<file path="config.mk">
export PLATFORM = sky130hd
export DESIGN_NAME = ulpi_phy_startup_flat
export DESIGN_NICKNAME = d
export VERILOG_FILES = /design/src/verilog/ulpi_startup_pkg.sv /design/src/verilog/ulpi_link_if.sv /design/src/verilog/ulpi_phy_startup.sv /design/src/flat_wrapper.sv
export VERILOG_INCLUDE_DIRS = /design/src /design/src/verilog
export SDC_FILE = /design/constraint.sdc
export NUM_CORES = 1
export LEC_CHECK = 0
export BUFFER_PORTS_ARGS = -buffer_cell sky130_fd_sc_hd__buf_2
export CAP_MARGIN = 25
export CORE_AREA = 3 3 94 96
export DETAILED_ROUTE_END_ITERATION = 6
export DIE_AREA = 0 0 97 99
export PLACE_DENSITY_LB_ADDON = 0.2
export SLEW_MARGIN = 30
export SYNTH_ARGS = -nofsm -noshare
export SYNTH_HDL_FRONTEND = slang
export SYNTH_SLANG_ARGS = --single-unit
</file>
<file path="constraint.sdc">
create_clock -name clk_sys -period 2.6 [get_ports clk_sys]
set_input_delay 0.39 -clock clk_sys [delete_from_list [all_inputs] [get_ports clk_sys]]
set_output_delay 0.39 -clock clk_sys [all_outputs]
set_load 0.01 [all_outputs]
</file>
<file path="src/verilog/ulpi_startup_consts.svh">
// Timing counts, reset values and bus constants for the transceiver start-up logic.
`ifndef ULPI_STARTUP_CONSTS_SVH
`define ULPI_STARTUP_CONSTS_SVH

// System clock period in nanoseconds (125 MHz).
`define CLK_PERIOD_NS 8
// Least low time on the external reset pin that resets the device, in nanoseconds.
`define RST_MIN_NS 1000
// Least time rounds up to whole cycles.
`define RST_MIN_CYC ((`RST_MIN_NS + `CLK_PERIOD_NS - 1) / `CLK_PERIOD_NS)
// Width of the reset low-time counter.
`define RST_CNT_W 8
// Cycles the internal power-on reset stays active after the core supply appears.
`define POR_CYC 16
// Reference clock rising edges the PLL model needs before it reports lock.
`define PLL_LOCK_EDGES 32
// System cycles without a reference edge after which lock is considered lost.
`define REF_TIMEOUT_CYC 64
// Half period of the interface clock in system cycles.
`define ICLK_HALF_CYC 2
// Value driven on the data bus while idle.
`define ULPI_IDLE 8'h00
// Default regulator output level code.
`define REG_LEVEL_DEF 2'h0

`endif

</file>
<file path="src/verilog/ulpi_startup_pkg.sv">
// Types shared by both ends of the transceiver start-up link.
package ulpi_startup_pkg;

    // Start-up sequence of the transceiver.
    typedef enum logic [2:0] {
        PWR_OFF,
        POR_WAIT,
        RST_HOLD,
        REF_WAIT,
        PLL_LOCKING,
        STP_WAIT,
        BUS_RUN
    } phy_state_t;

    // Start-up sequence seen from the link controller.
    typedef enum logic [2:0] {
        L_RESET,
        L_WAIT_HIGH,
        L_WAIT_LOW,
        L_DELAY,
        L_RUN
    } link_state_t;

    typedef logic [7:0] ulpi_data_t;
    typedef logic [1:0] reg_level_t;

endpackage : ulpi_startup_pkg
</file>
<file path="src/verilog/ulpi_link_if.sv">
// Pins between the transceiver and its link controller, with the shared data bus resolved.
`timescale 1ns/1ps
`default_nettype none
`include "ulpi_startup_consts.svh"

interface ulpi_link_if;
    import ulpi_startup_pkg::*;

    logic       phyResetLow;
    logic       stp;
    logic       dir;
    logic       phyActive;
    logic       interfaceClock;
    ulpi_data_t phyData;
    logic       phyDataOe;
    ulpi_data_t linkData;
    logic       linkDataOe;
    ulpi_data_t dataBus;

    // The bus carries whichever end enables its drivers; nobody driving reads as idle.
    assign dataBus = phyDataOe ? phyData : (linkDataOe ? linkData : `ULPI_IDLE);

    modport phy (
        input  phyResetLow,
        input  stp,
        input  linkData,
        input  linkDataOe,
        input  dataBus,
        output dir,
        output phyActive,
        output interfaceClock,
        output phyData,
        output phyDataOe
    );

    modport link (
        output phyResetLow,
        output stp,
        output linkData,
        output linkDataOe,
        input  dataBus,
        input  dir,
        input  phyActive,
        input  interfaceClock,
        input  phyData,
        input  phyDataOe
    );

endinterface : ulpi_link_if

`default_nettype wire

</file>
<file path="src/verilog/ulpi_phy_startup.sv">
// Transceiver end: power-on reset, reset pin filter, PLL lock model and bus hand-over.
`timescale 1ns/1ps
`default_nettype none
`include "ulpi_startup_consts.svh"

module ulpi_phy_startup
    import ulpi_startup_pkg::*;
#(
    parameter int POR_CYC     = `POR_CYC,
    parameter int LOCK_EDGES  = `PLL_LOCK_EDGES,
    parameter int REF_TIMEOUT = `REF_TIMEOUT_CYC,
    parameter int ICLK_HALF   = `ICLK_HALF_CYC
) (
    input  wire logic       clk_sys,
    input  wire logic       nrst,
    ulpi_link_if.phy        bus,
    input  wire logic       coreSupply,
    input  wire logic       usb3v3Supply,
    input  wire logic       ioSupply,
    input  wire logic       refClockIn,
    input  wire logic       uartMode,
    input  wire reg_level_t uartRegulatorLevelSel,
    output logic            syncMode,
    output logic            regAccessOnly,
    output logic            usbSignalEnable,
    output reg_level_t      regulatorLevel,
    output logic            pllLocked
);

    localparam logic [`RST_CNT_W-1:0] RST_MIN = `RST_CNT_W'(`RST_MIN_CYC);

    // Pin inputs enter through two flops; only the second stage is read by logic.
    logic [5:0] sync1_r;
    logic [5:0] sync2_r;
    logic [5:0] pinsRaw;
    assign pinsRaw = {bus.stp, bus.phyResetLow, refClockIn, ioSupply, usb3v3Supply, coreSupply};

    always_ff @(posedge clk_sys or negedge nrst) begin
        if (!nrst) begin
            sync1_r <= 6'h00;
            sync2_r <= 6'h00;
        end else begin
            sync1_r <= pinsRaw;
            sync2_r <= sync1_r;
        end
    end

    logic coreS;
    logic v33S;
    logic ioS;
    logic refS;
    logic rstHighS;
    logic stpS;
    assign coreS    = sync2_r[0];
    assign v33S     = sync2_r[1];
    assign ioS      = sync2_r[2];
    assign refS     = sync2_r[3];
    assign rstHighS = sync2_r[4];
    assign stpS     = sync2_r[5];

    // Reset pin low-time filter and reference edge detector.
    logic [`RST_CNT_W-1:0] lowCnt_r;
    logic [`RST_CNT_W-1:0] lowCnt_nxt;
    logic                  refPrev_r;
    logic                  refPrev_nxt;
    logic                  rstAccepted;
    logic                  refRise;

    always_comb begin
        refPrev_nxt = refS;
        if (rstHighS) begin
            lowCnt_nxt = '0;
        end else if (lowCnt_r != RST_MIN) begin
            lowCnt_nxt = lowCnt_r + `RST_CNT_W'(1);
        end else begin
            lowCnt_nxt = lowCnt_r;
        end
    end

    // Pulses shorter than the least low time are ignored, so a glitch cannot wipe the registers.
    assign rstAccepted = (lowCnt_r == RST_MIN);
    assign refRise     = refS && !refPrev_r;

    always_ff @(posedge clk_sys or negedge nrst) begin
        if (!nrst) begin
            lowCnt_r  <= '0;
            refPrev_r <= 1'b0;
        end else begin
            lowCnt_r  <= lowCnt_nxt;
            refPrev_r <= refPrev_nxt;
        end
    end

    // Start-up sequencer with its counters.
    phy_state_t  state_r;
    phy_state_t  state_nxt;
    logic [15:0] cnt_r;
    logic [15:0] cnt_nxt;
    logic [15:0] idle_r;
    logic [15:0] idle_nxt;
    logic        lock_r;
    logic        lock_nxt;
    logic        iclkTick;
    logic        refLost;

    // Lock is lost when the reference clock stops, as a real PLL would drift out.
    assign refLost = (idle_r >= 16'(REF_TIMEOUT));

    always_comb begin
        state_nxt = state_r;
        cnt_nxt   = cnt_r;
        lock_nxt  = lock_r;
        idle_nxt  = refRise ? 16'h0000 : ((idle_r == 16'hFFFF) ? idle_r : idle_r + 16'h0001);
        if (!coreS) begin
            state_nxt = PWR_OFF;
            lock_nxt  = 1'b0;
        end else if (rstAccepted && state_r != PWR_OFF && state_r != POR_WAIT) begin
            state_nxt = RST_HOLD;
            lock_nxt  = 1'b0;
        end else begin
            case (state_r)
                PWR_OFF: begin
                    state_nxt = POR_WAIT;
                    cnt_nxt   = 16'h0000;
                end
                POR_WAIT: begin
                    cnt_nxt = cnt_r + 16'h0001;
                    if (cnt_r >= 16'(POR_CYC)) begin
                        state_nxt = RST_HOLD;
                    end
                end
                RST_HOLD: begin
                    if (rstHighS && ioS) begin
                        state_nxt = REF_WAIT;
                    end
                end
                REF_WAIT: begin
                    if (refRise) begin
                        state_nxt = PLL_LOCKING;
                        cnt_nxt   = 16'h0001;
                    end
                end
                PLL_LOCKING: begin
                    if (refLost) begin
                        state_nxt = REF_WAIT;
                    end else if (refRise) begin
                        cnt_nxt = cnt_r + 16'h0001;
                        if (cnt_r + 16'h0001 >= 16'(LOCK_EDGES)) begin
                            state_nxt = STP_WAIT;
                            lock_nxt  = 1'b1;
                        end
                    end
                end
                STP_WAIT: begin
                    if (refLost) begin
                        state_nxt = REF_WAIT;
                        lock_nxt  = 1'b0;
                    end else if (iclkTick && lock_r && !stpS) begin
                        state_nxt = BUS_RUN;
                    end
                end
                BUS_RUN: begin
                    if (refLost) begin
                        state_nxt = REF_WAIT;
                        lock_nxt  = 1'b0;
                    end
                end
                default: begin
                    state_nxt = PWR_OFF;
                    lock_nxt  = 1'b0;
                end
            endcase
        end
    end

    always_ff @(posedge clk_sys or negedge nrst) begin
        if (!nrst) begin
            state_r <= PWR_OFF;
            cnt_r   <= 16'h0000;
            idle_r  <= 16'h0000;
            lock_r  <= 1'b0;
        end else begin
            state_r <= state_nxt;
            cnt_r   <= cnt_nxt;
            idle_r  <= idle_nxt;
            lock_r  <= lock_nxt;
        end
    end

    // Interface clock divider; it runs only while the PLL model is locked.
    logic [7:0] div_r;
    logic [7:0] div_nxt;
    logic       iclk_r;
    logic       iclk_nxt;

    always_comb begin
        div_nxt  = div_r;
        iclk_nxt = iclk_r;
        if (!lock_r) begin
            div_nxt  = 8'h00;
            iclk_nxt = 1'b0;
        end else if (div_r >= 8'(ICLK_HALF - 1)) begin
            div_nxt  = 8'h00;
            iclk_nxt = !iclk_r;
        end else begin
            div_nxt = div_r + 8'h01;
        end
    end

    // The hand-over from STP_WAIT to BUS_RUN, and so the fall of dir, lands on the interface clock's rising edge.
    assign iclkTick = lock_r && !iclk_r && (div_r >= 8'(ICLK_HALF - 1));

    always_ff @(posedge clk_sys or negedge nrst) begin
        if (!nrst) begin
            div_r  <= 8'h00;
            iclk_r <= 1'b0;
        end else begin
            div_r  <= div_nxt;
            iclk_r <= iclk_nxt;
        end
    end

    // Pin drivers, operating mode flags and the regulator level field.
    logic       dir_r;
    logic       dir_nxt;
    logic       active_r;
    logic       active_nxt;
    logic       sync_r;
    logic       sync_nxt;
    logic       regOnly_r;
    logic       regOnly_nxt;
    logic       usbEn_r;
    logic       usbEn_nxt;
    reg_level_t level_r;
    reg_level_t level_nxt;
    logic       starting;
    logic       defaults;

    assign starting = (state_nxt == REF_WAIT) || (state_nxt == PLL_LOCKING) || (state_nxt == STP_WAIT);
    assign defaults = (state_nxt == PWR_OFF) || (state_nxt == POR_WAIT) || (state_nxt == RST_HOLD);

    always_comb begin
        active_nxt  = !defaults;
        dir_nxt     = starting;
        sync_nxt    = (state_nxt == BUS_RUN);
        regOnly_nxt = (state_nxt == BUS_RUN) && !v33S;
        usbEn_nxt   = (state_nxt == BUS_RUN) && v33S;
        if (defaults) begin
            level_nxt = `REG_LEVEL_DEF;
        end else if (state_nxt == BUS_RUN && uartMode) begin
            level_nxt = uartRegulatorLevelSel;
        end else begin
            level_nxt = level_r;
        end
    end

    always_ff @(posedge clk_sys or negedge nrst) begin
        if (!nrst) begin
            dir_r     <= 1'b0;
            active_r  <= 1'b0;
            sync_r    <= 1'b0;
            regOnly_r <= 1'b0;
            usbEn_r   <= 1'b0;
            level_r   <= `REG_LEVEL_DEF;
        end else begin
            dir_r     <= dir_nxt;
            active_r  <= active_nxt;
            sync_r    <= sync_nxt;
            regOnly_r <= regOnly_nxt;
            usbEn_r   <= usbEn_nxt;
            level_r   <= level_nxt;
        end
    end

    assign bus.dir            = dir_r;
    assign bus.phyActive      = active_r;
    assign bus.interfaceClock = iclk_r;
    assign bus.phyData        = `ULPI_IDLE;
    assign bus.phyDataOe      = dir_r;
    assign syncMode           = sync_r;
    assign regAccessOnly      = regOnly_r;
    assign usbSignalEnable    = usbEn_r;
    assign regulatorLevel     = level_r;
    assign pllLocked          = lock_r;

endmodule : ulpi_phy_startup

`default_nettype wire

</file>
<file path="src/flat_wrapper.sv">
// flat-port wrapper written by rule: the top's interface ports become plain ports
module ulpi_phy_startup_flat import ulpi_startup_pkg::*;
#(
    parameter int POR_CYC     = `POR_CYC,
    parameter int LOCK_EDGES  = `PLL_LOCK_EDGES,
    parameter int REF_TIMEOUT = `REF_TIMEOUT_CYC,
    parameter int ICLK_HALF   = `ICLK_HALF_CYC
)
  (clk_sys, nrst, coreSupply, usb3v3Supply, ioSupply, refClockIn, uartMode, uartRegulatorLevelSel, syncMode, regAccessOnly, usbSignalEnable, regulatorLevel, pllLocked, bus_phyResetLow, bus_stp, bus_linkData, bus_linkDataOe, bus_dir, bus_phyActive, bus_interfaceClock, bus_phyData, bus_phyDataOe);
  ulpi_link_if bus_i ();
  input  wire logic clk_sys;
  input  wire logic nrst;
  input  wire logic coreSupply;
  input  wire logic usb3v3Supply;
  input  wire logic ioSupply;
  input  wire logic refClockIn;
  input  wire logic uartMode;
  input  wire reg_level_t uartRegulatorLevelSel;
  output logic syncMode;
  output logic regAccessOnly;
  output logic usbSignalEnable;
  output reg_level_t regulatorLevel;
  output logic pllLocked;
  input wire logic [$bits(bus_i.phyResetLow)-1:0] bus_phyResetLow;
  input wire logic [$bits(bus_i.stp)-1:0] bus_stp;
  input wire logic [$bits(bus_i.linkData)-1:0] bus_linkData;
  input wire logic [$bits(bus_i.linkDataOe)-1:0] bus_linkDataOe;
  output wire logic [$bits(bus_i.dir)-1:0] bus_dir;
  output wire logic [$bits(bus_i.phyActive)-1:0] bus_phyActive;
  output wire logic [$bits(bus_i.interfaceClock)-1:0] bus_interfaceClock;
  output wire logic [$bits(bus_i.phyData)-1:0] bus_phyData;
  output wire logic [$bits(bus_i.phyDataOe)-1:0] bus_phyDataOe;
  assign bus_i.phyResetLow = bus_phyResetLow;
  assign bus_i.stp = bus_stp;
  assign bus_i.linkData = bus_linkData;
  assign bus_i.linkDataOe = bus_linkDataOe;
  assign bus_dir = bus_i.dir;
  assign bus_phyActive = bus_i.phyActive;
  assign bus_interfaceClock = bus_i.interfaceClock;
  assign bus_phyData = bus_i.phyData;
  assign bus_phyDataOe = bus_i.phyDataOe;
  ulpi_phy_startup #(.POR_CYC(POR_CYC), .LOCK_EDGES(LOCK_EDGES), .REF_TIMEOUT(REF_TIMEOUT), .ICLK_HALF(ICLK_HALF)) u_core (.clk_sys(clk_sys), .nrst(nrst), .bus(bus_i), .coreSupply(coreSupply), .usb3v3Supply(usb3v3Supply), .ioSupply(ioSupply), .refClockIn(refClockIn), .uartMode(uartMode), .uartRegulatorLevelSel(uartRegulatorLevelSel), .syncMode(syncMode), .regAccessOnly(regAccessOnly), .usbSignalEnable(usbSignalEnable), .regulatorLevel(regulatorLevel), .pllLocked(pllLocked));
endmodule
</file>
# Word level (Yosys, flattened, before mapping)
# Index checks and enable logic that the tools add are counted.
# totals
regBits	73
input_bits	20
out_inout_bits	18
word_cells	114
# op_classes
mux	33
eq_ne	26
n_reduce_logical	30
bitwise_logic	1
n_addsub	4
magnitude_cmp	4
# ops
op	count
16-bit two-way mux	5
16-bit case mux with 4 select lines	1
3-bit two-way mux	11
16-bit by 1-bit adder with 16-bit output, second input constant	2
8-bit two-way mux	4
3-bit case mux with 7 select lines	1
3-bit equality test, second input constant	6
8-bit by 1-bit adder with 8-bit output, second input constant	2
16-bit equality test, second input constant	1
16-bit by 5-bit >= comparator with 1-bit output, second input constant	1
16-bit by 6-bit >= comparator with 1-bit output, second input constant	1
16-bit by 7-bit >= comparator with 1-bit output, second input constant	1
4-bit != test, second input constant	4
3-bit by 2-bit equality test with 1-bit output, second input constant	4
1-bit logical AND	11
8-bit by 7-bit equality test with 1-bit output, second input constant	1
8-bit by 1-bit >= comparator with 1-bit output, second input constant	1
1-bit two-way mux	8
8-bit by 7-bit != test with 1-bit output, second input constant	1
3-bit by 1-bit equality test with 1-bit output, second input constant	2
3-bit zero test	2
2-bit by 1-bit != test with 1-bit output, second input constant	3
6-bit AND reduction	1
1-bit zero test	5
13 further kinds	19

# Depth between registers and ports, before layout
# Gate-level depths: netlist of run 1.
# depth
depth_word	14
mapped_depth	9
ltp_nobuf	8

# Least setup slack after synthesis of run 1
# No wires, ideal clock.
# synth_path
path_kind	register to register
from	register u_core.div_r[0]
to	register u_core.level_r[0], in the netlist u_core.regulatorLevel[0]
arrival_time_ns	2.048
t_required_ns	2.473
setup_slack_ns	0.425
period_less_slack_ns	2.175
path_buffers	0
path_stages_with_launch	9
setup_ns	0.127
path_cell_list	dfrtp_1 inv_1 ha_1 nor4b_1 a2111oi_0 a32oi_1 a2111oi_4 mux2i_1 nor3_1
# synth_between
elab_chain_len	13
word_cells_on_any_way	18
classes_between	order compare: 1; eq/ne: 3; mux: 6; reduce/logical: 8
# synth_rtl
item	line	text
start: declaration	ulpi_phy_startup.sv:191	logic [7:0] div_r;
start signal: assignment	ulpi_phy_startup.sv:218	div_r <= div_nxt;
8-bit by 1-bit >= comparator with 1-bit output (*)	ulpi_phy_startup.sv:211	assign iclkTick = lock_r && !iclk_r && (div_r >= 8'(ICLK_HALF - 1));
1-bit logical AND (*)	ulpi_phy_startup.sv:211	
1-bit logical AND (*) (2 in a row)	ulpi_phy_startup.sv:158	end else if (iclkTick && lock_r && !stpS) begin
3-bit two-way mux (*)	ulpi_phy_startup.sv:158	
3-bit two-way mux (*)	ulpi_phy_startup.sv:155	if (refLost) begin
3-bit case mux with 7 select lines (*)	ulpi_phy_startup.sv:121	case (state_r)
3-bit two-way mux (*)	ulpi_phy_startup.sv:117	end else if (rstAccepted && state_r != PWR_OFF && state_r != POR_WAIT) begin
3-bit two-way mux (*)	ulpi_phy_startup.sv:114	if (!coreS) begin
3-bit by 1-bit equality test with 1-bit output or 3-bit zero test (tied branches)	ulpi_phy_startup.sv:240	assign defaults = (state_nxt == PWR_OFF) || (state_nxt == POR_WAIT) || (state_nxt == RST_HOLD);
1-bit logical OR (2 in a row)	ulpi_phy_startup.sv:240	
2-bit two-way mux or 2-bit nonzero test (tied branches)	--	
end signal: assignment	ulpi_phy_startup.sv:264	level_r <= `REG_LEVEL_DEF;
end signal: assignment	ulpi_phy_startup.sv:271	level_r <= level_nxt;
end: declaration	ulpi_phy_startup.sv:234	reg_level_t level_r;
# Every way passes the cells marked *; elsewhere a longest branch is shown, timed or not.
# A chain may end at the register's enable or synchronous reset.

# Worst setup path in the final report of run 1
# Ends and elaborated chain as after synthesis.

==> flow_metrics.py, run 1 <==
metrics = {
    "drt": {
        "drc_errors": 0,
        "num_vias": 2907,
        "vias_per_cell": 5.52,
        "wl_per_cell_um": 14.0,
        "wl_um": 7380,
        "drtIter0Drc": 104,
        "postRouteAntennaNets": 0,
        "firstDrtPassIters": 4,
    },
    "worst_setup_path": {
        "arrival_ps": 2680,
        "r2r_cells": 9,
        "cp_max_fo": 4,
        "end_kind": "flop",
        "crit_type": "flop to flop",
        "startpoint_type": "flop",
        "worstPathRequired_ps": 2830,
    },
    "logic_synthesis": {
        "async_flop_share_pct": 100,
        "synth_area_um2": 3830,
        "seq_area_frac_synth_pct": 47.7,
        "syn_avg_cell_area_um2": 9.75,
        "synth_flop_cell": "dfrtp_1",
        "ys_ff_latch": 73,
        "synth_edf_count": 0,
        "syn-instance-count": 393,
        "synth_cell_types": 67,
        "yosysWarnings": 0,
    },
    "layout": {
        "finalNetCount": 446,
        "multi_input_area_um2": 1820,
        "layout_commonest_cell": "dfrtp_1",
        "mostFrequentLayoutCells": "dfrtp_1 (73), nor2_1 (43), o21ai_0 (29), nand2_1 (21)",
        "seq_area_um2": 1830,
        "fillers": 723,
        "post-route-util_pct": 52.5,
        "n_antenna_cell": 0,
        "drive_gt1_share_pct": 15.6,
        "area_delta_synth_final_pct": 11.4,
    },
    "placement": {
        "io_buffers": 20,
        "place_congestion": 0.803,
        "hpwl_um": 5000,
    },
    "floorplan": {
        "start_util_pct": 47.1,
        "die_h_um": 99,
        "coreArea_um2": 8130,
        "fp.dieW_um": 97,
        "io_pins": 38,
        "rows": 33,
        "dieArea_um2": 9600,
    },
    "clock_tree": {
        "ctsResizeCount": 0,
        "cts_root_buf": "clkbuf_8",
        "cts_hold_buf": 0,
        "post-cts-setup-buffers": 0,
        "htree_levels": 3,
        "clockBufferDepth": 2,
        "cts_sinks": 73,
        "clk_pin_slew_ps": 80,
        "cts_buffers": 9,
        "clock_latency_ps": 350,
        "cts_tree": "built",
    },
    "hold_path": {
        "hp-class": "primary input to asynchronous set/reset pin",
    },
    "timing": {
        "hold_ws_ps": 36.8,
        "fmax_mhz": 408,
        "min_period_ps": 2450,
        "max_slew_margin_pct": 56.0,
        "period_share_pct": 94.4,
        "drv_slew": 0,
        "setup_viol": 0,
        "clock_skew_ps": 9.97,
        "hold_viol": 0,
        "tns_ps": 0,
        "tightestPinTransition_ps": 659,
    },
    "grt": {
        "antenna_found_initial": 0,
        "grt_pass1_vias": 2804,
        "gr-total-overflow": 0,
        "grt_max_degree": 74,
        "grt_pass1_wl_um": 12600,
        "gr-usage-all-layers_pct": 15.8,
    },
    "run_status": {
        "status": "finished, final reports clean",
    },
    "power": {
        "p_leak_uw": 0.00188,
        "vdd_ir_drop_max_mv": 0.427,
        "pwr_density_cell_nw_per_um2": 587,
    },
    "flow_run": {
        "cap_viol_max_count": 0,
    },
}
## kinds of logic (layout without fill, tap and decap cells)
family,after synthesis,count (layout),share of synthesized area (%)
multiplexers,4,4,1.04
buffers and inverters,44,61,6.33
flip-flops,73,73,47.7
XOR/XNOR,18,18,4.11
AO/OA/AOI/OAI,84,84,15.0
adder cells (fa/ha/maj),10,10,3.20
other,1,13,0.0978
AND/OR/NAND/NOR,159,159,22.6
## path summary, 6_finish.rpt
path                                                   endpoint  slack, ps                   startpoint
max in group asynchronous           u_core.state_r[1]$_DFF_PN0_       2090                         nrst
min reg2reg                         u_core.sync2_r[4]$_DFF_PN0_        350  u_core.sync1_r[4]$_DFF_PN0_
max                        u_core.regulatorLevel[0]$_DFFE_PN0P_        150    u_core.div_r[0]$_DFF_PN0_
min in group clk_sys                u_core.sync1_r[4]$_DFF_PN0_        140              bus_phyResetLow
max reg2reg                u_core.regulatorLevel[0]$_DFFE_PN0P_        150    u_core.div_r[0]$_DFF_PN0_
min                                   u_core.div_r[0]$_DFF_PN0_         40                         nrst
## registers in the layout (all words and copies together) (netlist names), 2 cells and up
| register | count |
|---|---|
| u_core.regulatorLevel | 2 |
| u_core.sync2_r | 6 |
| u_core.cnt_r | 16 |
| u_core.div_r | 8 |
| u_core.state_r | 3 |
| u_core.idle_r | 16 |
| u_core.sync1_r | 6 |
| u_core.lowCnt_r | 8 |
## per-stage QoR
step	worst slack [ps]	total power [uW]	instance area (um^2)	std cells
after detailed placement	125	1400	4000	511
after global routing	-55.7	2620	4270	527
final	146	2510	4270	527
after global placement	179	1390	4000	511
after floorplan	425	1350	3880	405
after CTS	87.3	2540	4260	527
## power breakdown
group	switching, uW	internal, uW	leakage (uW)
Sequential	43.2	1180	0.000966
Clock	413	716	0.000129
Combinational	96.5	56.1	0.000781
Total	553	1950	0.00188
## layout make-up
type                       count  area share [%]
sequential                    73            42.8
inverter                      16            1.41
tap                          105            3.08
multi-input combinational    288            42.5
clock inverter                 4            2.29
clock buffer                  12            3.87
timing repair buffer          29            4.07
## cell usage after synthesis, drive strengths merged, types with 2 or more instances
cell type  count  area, um^2
nand2         21        78.8
clkbuf        15        76.3
xor2          13         114
nand2b         3        18.8
nor2          44         168
a21oi         13        65.1
xnor2          5        43.8
o21ai         30         150
inv           16        60.1
nand3         19        95.1
nand4          9        56.3
and4b          2        20.0
a2111oi        4        53.8
or3            5        36.3
or4            2        22.5
nor4           6        52.6
and2           4        25.0
nor3b          2        15.0
nor3          14        70.1
a31oi          6        37.5
and4           5        45.0
a211oi         3        22.5
and3           8        51.3
buf           13         106
o41ai          2        17.5
mux2i          4        40.0
nand3b         4        30.0
dfrtp         73        1830
o31ai          7        52.6
o211ai         2        20.0
o221ai         2        17.5
or2            4        25.0
nor2b          3        18.8
ha             9         113
a21o           2        16.3
## per-layer routing
| metal | track usage (%) | up-vias | part of all wire [%] |
|---|---|---|---|
| li1 | - | 1438 | - |
| met1 | 20.2 | 1413 | 48 |
| met2 | 25.9 | 45 | 47 |
| met3 | 3.82 | 11 | 3.0 |
| met4 | 6.59 | 0 | 1.8 |
| met5 | 0 | - | 0 |
## worst max-delay path, cell delays in order (launching register included)
cell and delay (ps):
dfrtp_1 400, inv_1 60, ha_1 180, nor4b_1 160, a2111oi_2 420, buf_4 190
a32oi_1 150, a2111oi_4 470, mux2i_1 240, nor3_1 60
(Power assumes the default switching activity.)
==> run 2: changes to the inputs <==
--- a/config.mk
+++ b/config.mk
@@ -8,10 +8,11 @@
 export LEC_CHECK = 0
 export BUFFER_PORTS_ARGS = -buffer_cell sky130_fd_sc_hd__buf_2
 export CAP_MARGIN = 25
-export CORE_AREA = 3 3 94 96
+export CORE_AREA = 5 5 96 98
 export DETAILED_ROUTE_END_ITERATION = 6
-export DIE_AREA = 0 0 97 99
+export DIE_AREA = 0 0 101 103
 export PLACE_DENSITY_LB_ADDON = 0.2
+export SKIP_LAST_GASP = 1
 export SLEW_MARGIN = 30
 export SYNTH_ARGS = -nofsm -noshare
 export SYNTH_HDL_FRONTEND = slang
==> run 2 against run 1 <==
Final cell count up 0.76%. Non-clock buffer count rose by 1. Design area is 1.7% lower. Total power fell by 12%. Via count shrank 0.96%. Wire length grew 2.6%. Register-to-register slack hardly changed. Combinational power about the same. Worst hold slack improved by 10 ps. Critical path type unchanged.
==> flow_metrics.py, run 2 (synthesized netlist as in run 1, its figures left out) <==
metrics = {
    "clock_tree": {
        "clockBufferDepth": 2,
        "cts_root_buf": "clkbuf_8",
        "cts_sinks": 73,
        "cts_buffers": 9,
        "ctsResizeCount": 0,
        "cts_hold_buf": 0,
        "post-cts-setup-buffers": 0,
        "htree_levels": 3,
        "clk_pin_slew_ps": 80,
        "cts_tree": "built",
        "clock_latency_ps": 350,
    },
    "layout": {
        "finalNetCount": 447,
        "layout_commonest_cell": "dfrtp_1",
        "drive_gt1_share_pct": 15.8,
        "n_antenna_cell": 0,
        "post-route-util_pct": 50.1,
        "top_regs": "u_core.cnt_r: 16 flops, u_core.idle_r: 16 flops",
        "fin_cells": 531,
        "area_delta_synth_final_pct": 9.50,
        "mostFrequentLayoutCells": "dfrtp_1 (73), nor2_1 (43), o21ai_0 (29), nand2_1 (21)",
    },
    "drt": {
        "drc_errors": 0,
        "drtIter0Drc": 178,
        "wl_per_cell_um": 14.3,
        "firstDrtPassIters": 4,
        "vias_per_cell": 5.42,
        "wl_um": 7570,
        "num_vias": 2879,
        "postRouteAntennaNets": 0,
    },
    "worst_setup_path": {
        "startpoint_type": "flop",
        "crit_type": "flop to flop",
        "worstReg2RegEnd": "u_core.cnt_r[7]$_DFFE_PN0P_",
        "slowest_delay_ps": 590,
        "cp_max_fo": 8,
        "r2r_cells": 5,
        "end_kind": "flop",
        "crit_path_cell_trace": "or4_4, nor4_1, o221ai_1, or2_0, o41ai_1",
        "worstPathRequired_ps": 2820,
        "arrival_ps": 2680,
        "reg2reg_from": "u_core.idle_r[8]$_DFFE_PN0P_",
        "cpMaxStageDelayCell": "or4_4",
        "rrSetupSlack_ps": 140,
    },
    "grt": {
        "gr-usage-all-layers_pct": 15.6,
        "grt_pass1_vias": 2767,
        "top_usage_layer": "met2",
        "antenna_found_initial": 0,
        "grtUsageMet3_pct": 4.19,
        "gr-usage-met2_pct": 26.4,
        "grt_max_degree": 74,
        "gr-total-overflow": 0,
        "use_met1_pct": 19.4,
        "grt_pass1_wl_um": 12900,
    },
    "timing": {
        "period_share_pct": 94.4,
        "max_slew_margin_pct": 56.4,
        "tns_ps": 0,
        "rsz0062_at_grt": "no",
        "min_period_ps": 2460,
        "hold_viol": 0,
        "clock_skew_ps": 9.69,
        "timing.final.ws_setup_ps": 145,
        "fmax_mhz": 407,
        "drv_slew": 0,
        "setup_viol": 0,
        "tightestPinTransition_ps": 653,
        "hold_ws_ps": 47.0,
    },
    "floorplan": {
        "coreArea_um2": 8380,
        "io_pins": 38,
        "dieArea_um2": 10400,
        "die_h_um": 103,
        "rows": 34,
        "fp.dieW_um": 101,
        "start_util_pct": 45.7,
    },
    "placement": {
        "place_congestion": 0.823,
        "pre_cts_slack_ps": 88.4,
        "dp_cells": 515,
        "io_buffers": 20,
        "hpwl_um": 5180,
    },
    "flow_run": {
        "cap_viol_max_count": 0,
    },
    "power": {
        "vdd_ir_drop_max_mv": 0.514,
        "p_leak_uw": 0.00184,
        "pwr_density_cell_nw_per_um2": 523,
    },
    "hold_path": {
        "hp-class": "primary input to asynchronous set/reset pin",
    },
    "run_status": {
        "status": "finished, final reports clean",
    },
}
## run 2: changes by cell type in the layout (fill, tap and decap cells not counted), sizes merged
cell,previous run,this run
buf,29,30
clkinvlp,1,2
bufinv,3,0
clkbuf,12,10
inv,16,17
clkinv,0,3
## run 2: worst max path at each step
| stage | cells after the start | slack, ps | from | to |
|---|---|---|---|---|
| finish | 5 | 140 | u_core.idle_r[8]$_DFFE_PN0P_ | u_core.cnt_r[7]$_DFFE_PN0P_ |
| global route | 9 | 30 | u_core.div_r[0]$_DFF_PN0_ | u_core.regulatorLevel[1]$_DFFE_PN0P_ |
| CTS | 9 | 60 | u_core.div_r[0]$_DFF_PN0_ | u_core.regulatorLevel[1]$_DFFE_PN0P_ |
| detailed placement | 9 | 90 | u_core.div_r[0]$_DFF_PN0_ | u_core.regulatorLevel[1]$_DFFE_PN0P_ |
| global placement | 9 | 190 | u_core.div_r[0]$_DFF_PN0_ | u_core.regulatorLevel[1]$_DFFE_PN0P_ |
| floorplan | 8 | 420 | u_core.div_r[0]$_DFF_PN0_ | u_core.regulatorLevel[0]$_DFFE_PN0P_ |
## run 2: routing by layer
layer / routed length, um / vias to the layer above / share of wire (%)
met5: 0 / - / 0
met1: 3470 / 1386 / 46
li1: - / 1439 / -
met3: 253 / 10 / 3.3
met4: 124 / 0 / 1.6
met2: 3730 / 44 / 49
## run 2: where the power goes
| part | internal, uW | leakage, uW | switching, uW |
|---|---|---|---|
| sequential | 1180 | 0.000966 | 43.2 |
| clock | 374 | 0.0000887 | 446 |
| combinational | 56.1 | 0.000783 | 95.8 |
## run 2: cell type report
class / instances / area [um^2]
Clock buffer: 10 / 138
Clock inverter: 6 / 42.5
Fill cell: 797 / 4180
Inverter: 16 / 60.1
Multi-Input combinational cell: 288 / 1810
Sequential cell: 73 / 1830
Tap cell: 108 / 135
Timing Repair Buffer: 30 / 181
## run 2: worst max-delay path: cells and delay by family (launching register included)
family / cells / cell delay, ps
AO/OA/AOI/OAI: 2 / 550
flip-flops: 1 / 430
AND/OR/NAND/NOR: 3 / 1350
## run 2: per-stage QoR
stage          cell area, um^2  total power [uW]
3_3_place_gp              4010              1390
4_1_cts                   4190              2220
3_5_place_dp              4010              1400
6_report                  4200              2200
2_1_floorplan             3880              1350
5_1_grt                   4200              2310
==> run 3: changes to the inputs <==
--- a/config.mk
+++ b/config.mk
@@ -11,7 +11,7 @@
 export CORE_AREA = 5 5 96 98
 export DETAILED_ROUTE_END_ITERATION = 6
 export DIE_AREA = 0 0 101 103
-export PLACE_DENSITY_LB_ADDON = 0.2
+export PLACE_DENSITY = 0.66
 export SKIP_LAST_GASP = 1
 export SLEW_MARGIN = 30
 export SYNTH_ARGS = -nofsm -noshare
==> constraint.sdc (replaced) <==
create_clock -name clk_sys -period 2.6 [get_ports clk_sys]
set_input_delay 0.52 -clock clk_sys [delete_from_list [all_inputs] [get_ports clk_sys]]
set_output_delay 0.52 -clock clk_sys [all_outputs]
set_load 0.01 [all_outputs]
==> run 3 against run 2 <==
Register-to-register slack lost 30 ps. Clock skew shrank 1.1 ps. Wire length shrank 2.2%.
==> flow_metrics.py, run 3 (synthesized netlist as in run 1, its figures left out) <==
metrics = {
    "run_status": {
        "status": "finished, final reports clean",
    },
    "worst_setup_path": {
        "arrival_ps": 2710,
        "crit_path_cell_trace": "inv_1, ha_1, nor4b_1, a2111oi_1, buf_4, a32oi_1, a2111oi_4, mux2i_1, nor3_1",
        "critPathTopFamily": "compound AO/OA/AOI/OAI gates",
        "r2r_cells": 9,
        "end_kind": "flop",
        "worstReg2RegEnd": "u_core.regulatorLevel[1]$_DFFE_PN0P_",
        "crit_buf_inv": 2,
        "worstPathRequired_ps": 2820,
        "cpMaxStageDelayCell": "a2111oi_4",
        "rrSetupSlack_ps": 110,
        "startpoint_type": "flop",
        "cp_max_fo": 4,
        "slowest_delay_ps": 470,
        "reg2reg_from": "u_core.div_r[0]$_DFF_PN0_",
        "crit_type": "flop to flop",
    },
    "drt": {
        "drtIter0Drc": 167,
        "drc_errors": 0,
        "wl_per_cell_um": 14.0,
        "num_vias": 2840,
        "firstDrtPassIters": 4,
        "wl_um": 7400,
        "postRouteAntennaNets": 0,
        "vias_per_cell": 5.36,
    },
    "power": {
        "p_seq_share_pct": 50.9,
        "p_leak_uw": 0.00187,
        "switching_share_pct": 22.8,
        "p_switching_uw": 549,
        "intPower_uw": 1860,
        "clockPowerShare_pct": 42.8,
        "comb_power_share_pct": 6.3,
        "vdd_ir_drop_max_mv": 0.377,
        "pwr_density_cell_nw_per_um2": 567,
    },
    "grt": {
        "grt_max_degree": 74,
        "grt_pass1_wl_um": 12700,
        "grt_pass1_vias": 2776,
        "antenna_found_initial": 0,
        "gr-usage-all-layers_pct": 15.2,
        "gr-total-overflow": 0,
    },
    "clock_tree": {
        "clockBufferDepth": 2,
        "ctsResizeCount": 0,
        "clk_pin_slew_ps": 70,
        "cts_root_buf": "clkbuf_8",
        "post-cts-setup-buffers": 0,
        "cts_tree": "built",
        "cts_hold_buf": 0,
        "clock_latency_ps": 340,
        "cts_sinks": 73,
        "htree_levels": 3,
        "cts_buffers": 9,
    },
    "layout": {
        "drive_gt1_share_pct": 15.4,
        "multi_input_area_um2": 1810,
        "n_antenna_cell": 0,
        "mostFrequentLayoutCells": "dfrtp_1 (73), nor2_1 (43), o21ai_0 (29), nand2_1 (21)",
        "layout_commonest_cell": "dfrtp_1",
        "seq_area_um2": 1830,
        "stdcell_area_um2": 4250,
        "fillers": 764,
        "post-route-util_pct": 50.7,
        "top_regs": "u_core.cnt_r: 16 flops, u_core.idle_r: 16 flops",
        "finalNetCount": 446,
        "area_delta_synth_final_pct": 10.7,
    },
    "timing": {
        "tns_ps": 0,
        "period_share_pct": 95.7,
        "hold_viol": 0,
        "max_slew_margin_pct": 57.7,
        "rsz0062_at_grt": "no",
        "fmax_mhz": 402,
        "setup_viol": 0,
        "min_period_ps": 2490,
        "drv_slew": 0,
        "tightestPinTransition_ps": 634,
        "clock_skew_ps": 8.59,
    },
    "floorplan": {
        "coreArea_um2": 8380,
        "start_util_pct": 45.7,
        "rows": 34,
        "fp.dieW_um": 101,
        "dieArea_um2": 10400,
        "io_pins": 38,
        "die_h_um": 103,
    },
    "placement": {
        "placed_cell_area_um2": 4000,
        "io_buffers": 20,
        "place_congestion": 0.881,
        "hpwl_um": 5220,
    },
    "flow_run": {
        "cap_viol_max_count": 0,
    },
    "hold_path": {
        "hp-class": "primary input to asynchronous set/reset pin",
    },
}
[run 3: cell count changes in the layout (fill, tap and decap cells not counted)]
| cell | previous run | this run |
|---|---|---|
| clkinvlp_4 | 2 | 0 |
| bufinv_16 | 0 | 2 |
| a21oi_2 | 1 | 0 |
| buf_4 | 10 | 9 |
| clkbuf_8 | 10 | 12 |
| a21oi_1 | 12 | 13 |
| inv_6 | 1 | 0 |
| clkinv_2 | 2 | 1 |
[run 3: layout make-up]
class | count | share of cell area (%)
multi-input cells | 288 | 42.6
inverters | 16 | 1.41
clock inverters | 4 | 1.74
clock buffers | 12 | 3.89
flip-flops and latches | 73 | 43.0
repair buffers | 29 | 4.10
well taps | 108 | 3.18
[run 3: worst max path at each step]
stage | start | to | cells after the start
3_3_place_gp | u_core.div_r[0]$_DFF_PN0_ | u_core.regulatorLevel[0]$_DFFE_PN0P_ | 9
6_report | u_core.div_r[0]$_DFF_PN0_ | u_core.regulatorLevel[1]$_DFFE_PN0P_ | 9
3_5_place_dp | u_core.div_r[0]$_DFF_PN0_ | u_core.regulatorLevel[1]$_DFFE_PN0P_ | 9
4_1_cts | u_core.div_r[0]$_DFF_PN0_ | u_core.regulatorLevel[1]$_DFFE_PN0P_ | 9
5_1_grt | u_core.div_r[0]$_DFF_PN0_ | u_core.regulatorLevel[1]$_DFFE_PN0P_ | 9
2_1_floorplan | u_core.div_r[0]$_DFF_PN0_ | u_core.regulatorLevel[0]$_DFFE_PN0P_ | 8
[run 3: metal layers]
metal  part of all wire (%)  vias up  GRT usage (%)
li1                       -     1432              -
met1                     46     1354           18.8
met2                     49       40           25.3
met3                    3.4       14           4.40
met4                    2.0        0           5.32
met5                      0        -              0
[run 3: through the flow]
stage | setup slack, ps | std cells | power, uW | hold WS (ps)
6_report | 111 | 530 | 2410 | 179
5_1_grt | 3.80 | 530 | 2540 | 224
4_1_cts | 27.3 | 530 | 2440 | 269
3_5_place_dp | 64.6 | 514 | 1400 | 335
3_3_place_gp | 207 | 514 | 1390 | 334
2_1_floorplan | 425 | 405 | 1350 | 224
[run 3: power groups by stage]
stage / registers (uW) / logic [uW] / clock network (uW)
2_1_floorplan: 1230 / 114 / 0
3_3_place_gp: 1240 / 149 / 0
3_5_place_dp: 1250 / 154 / 0
4_1_cts: 1230 / 154 / 1060
5_1_grt: 1230 / 178 / 1130
6_report: 1220 / 151 / 1030
[run 3: worst register-to-register path: cells and delay by family (launching register included)]
family	cells	cell delay [ps]
buffers and inverters	2	260
flip-flops	1	400
AND/OR/NAND/NOR	2	210
multiplexers	1	230
adder cells (fa/ha/maj)	1	190
AO/OA/AOI/OAI	3	1090
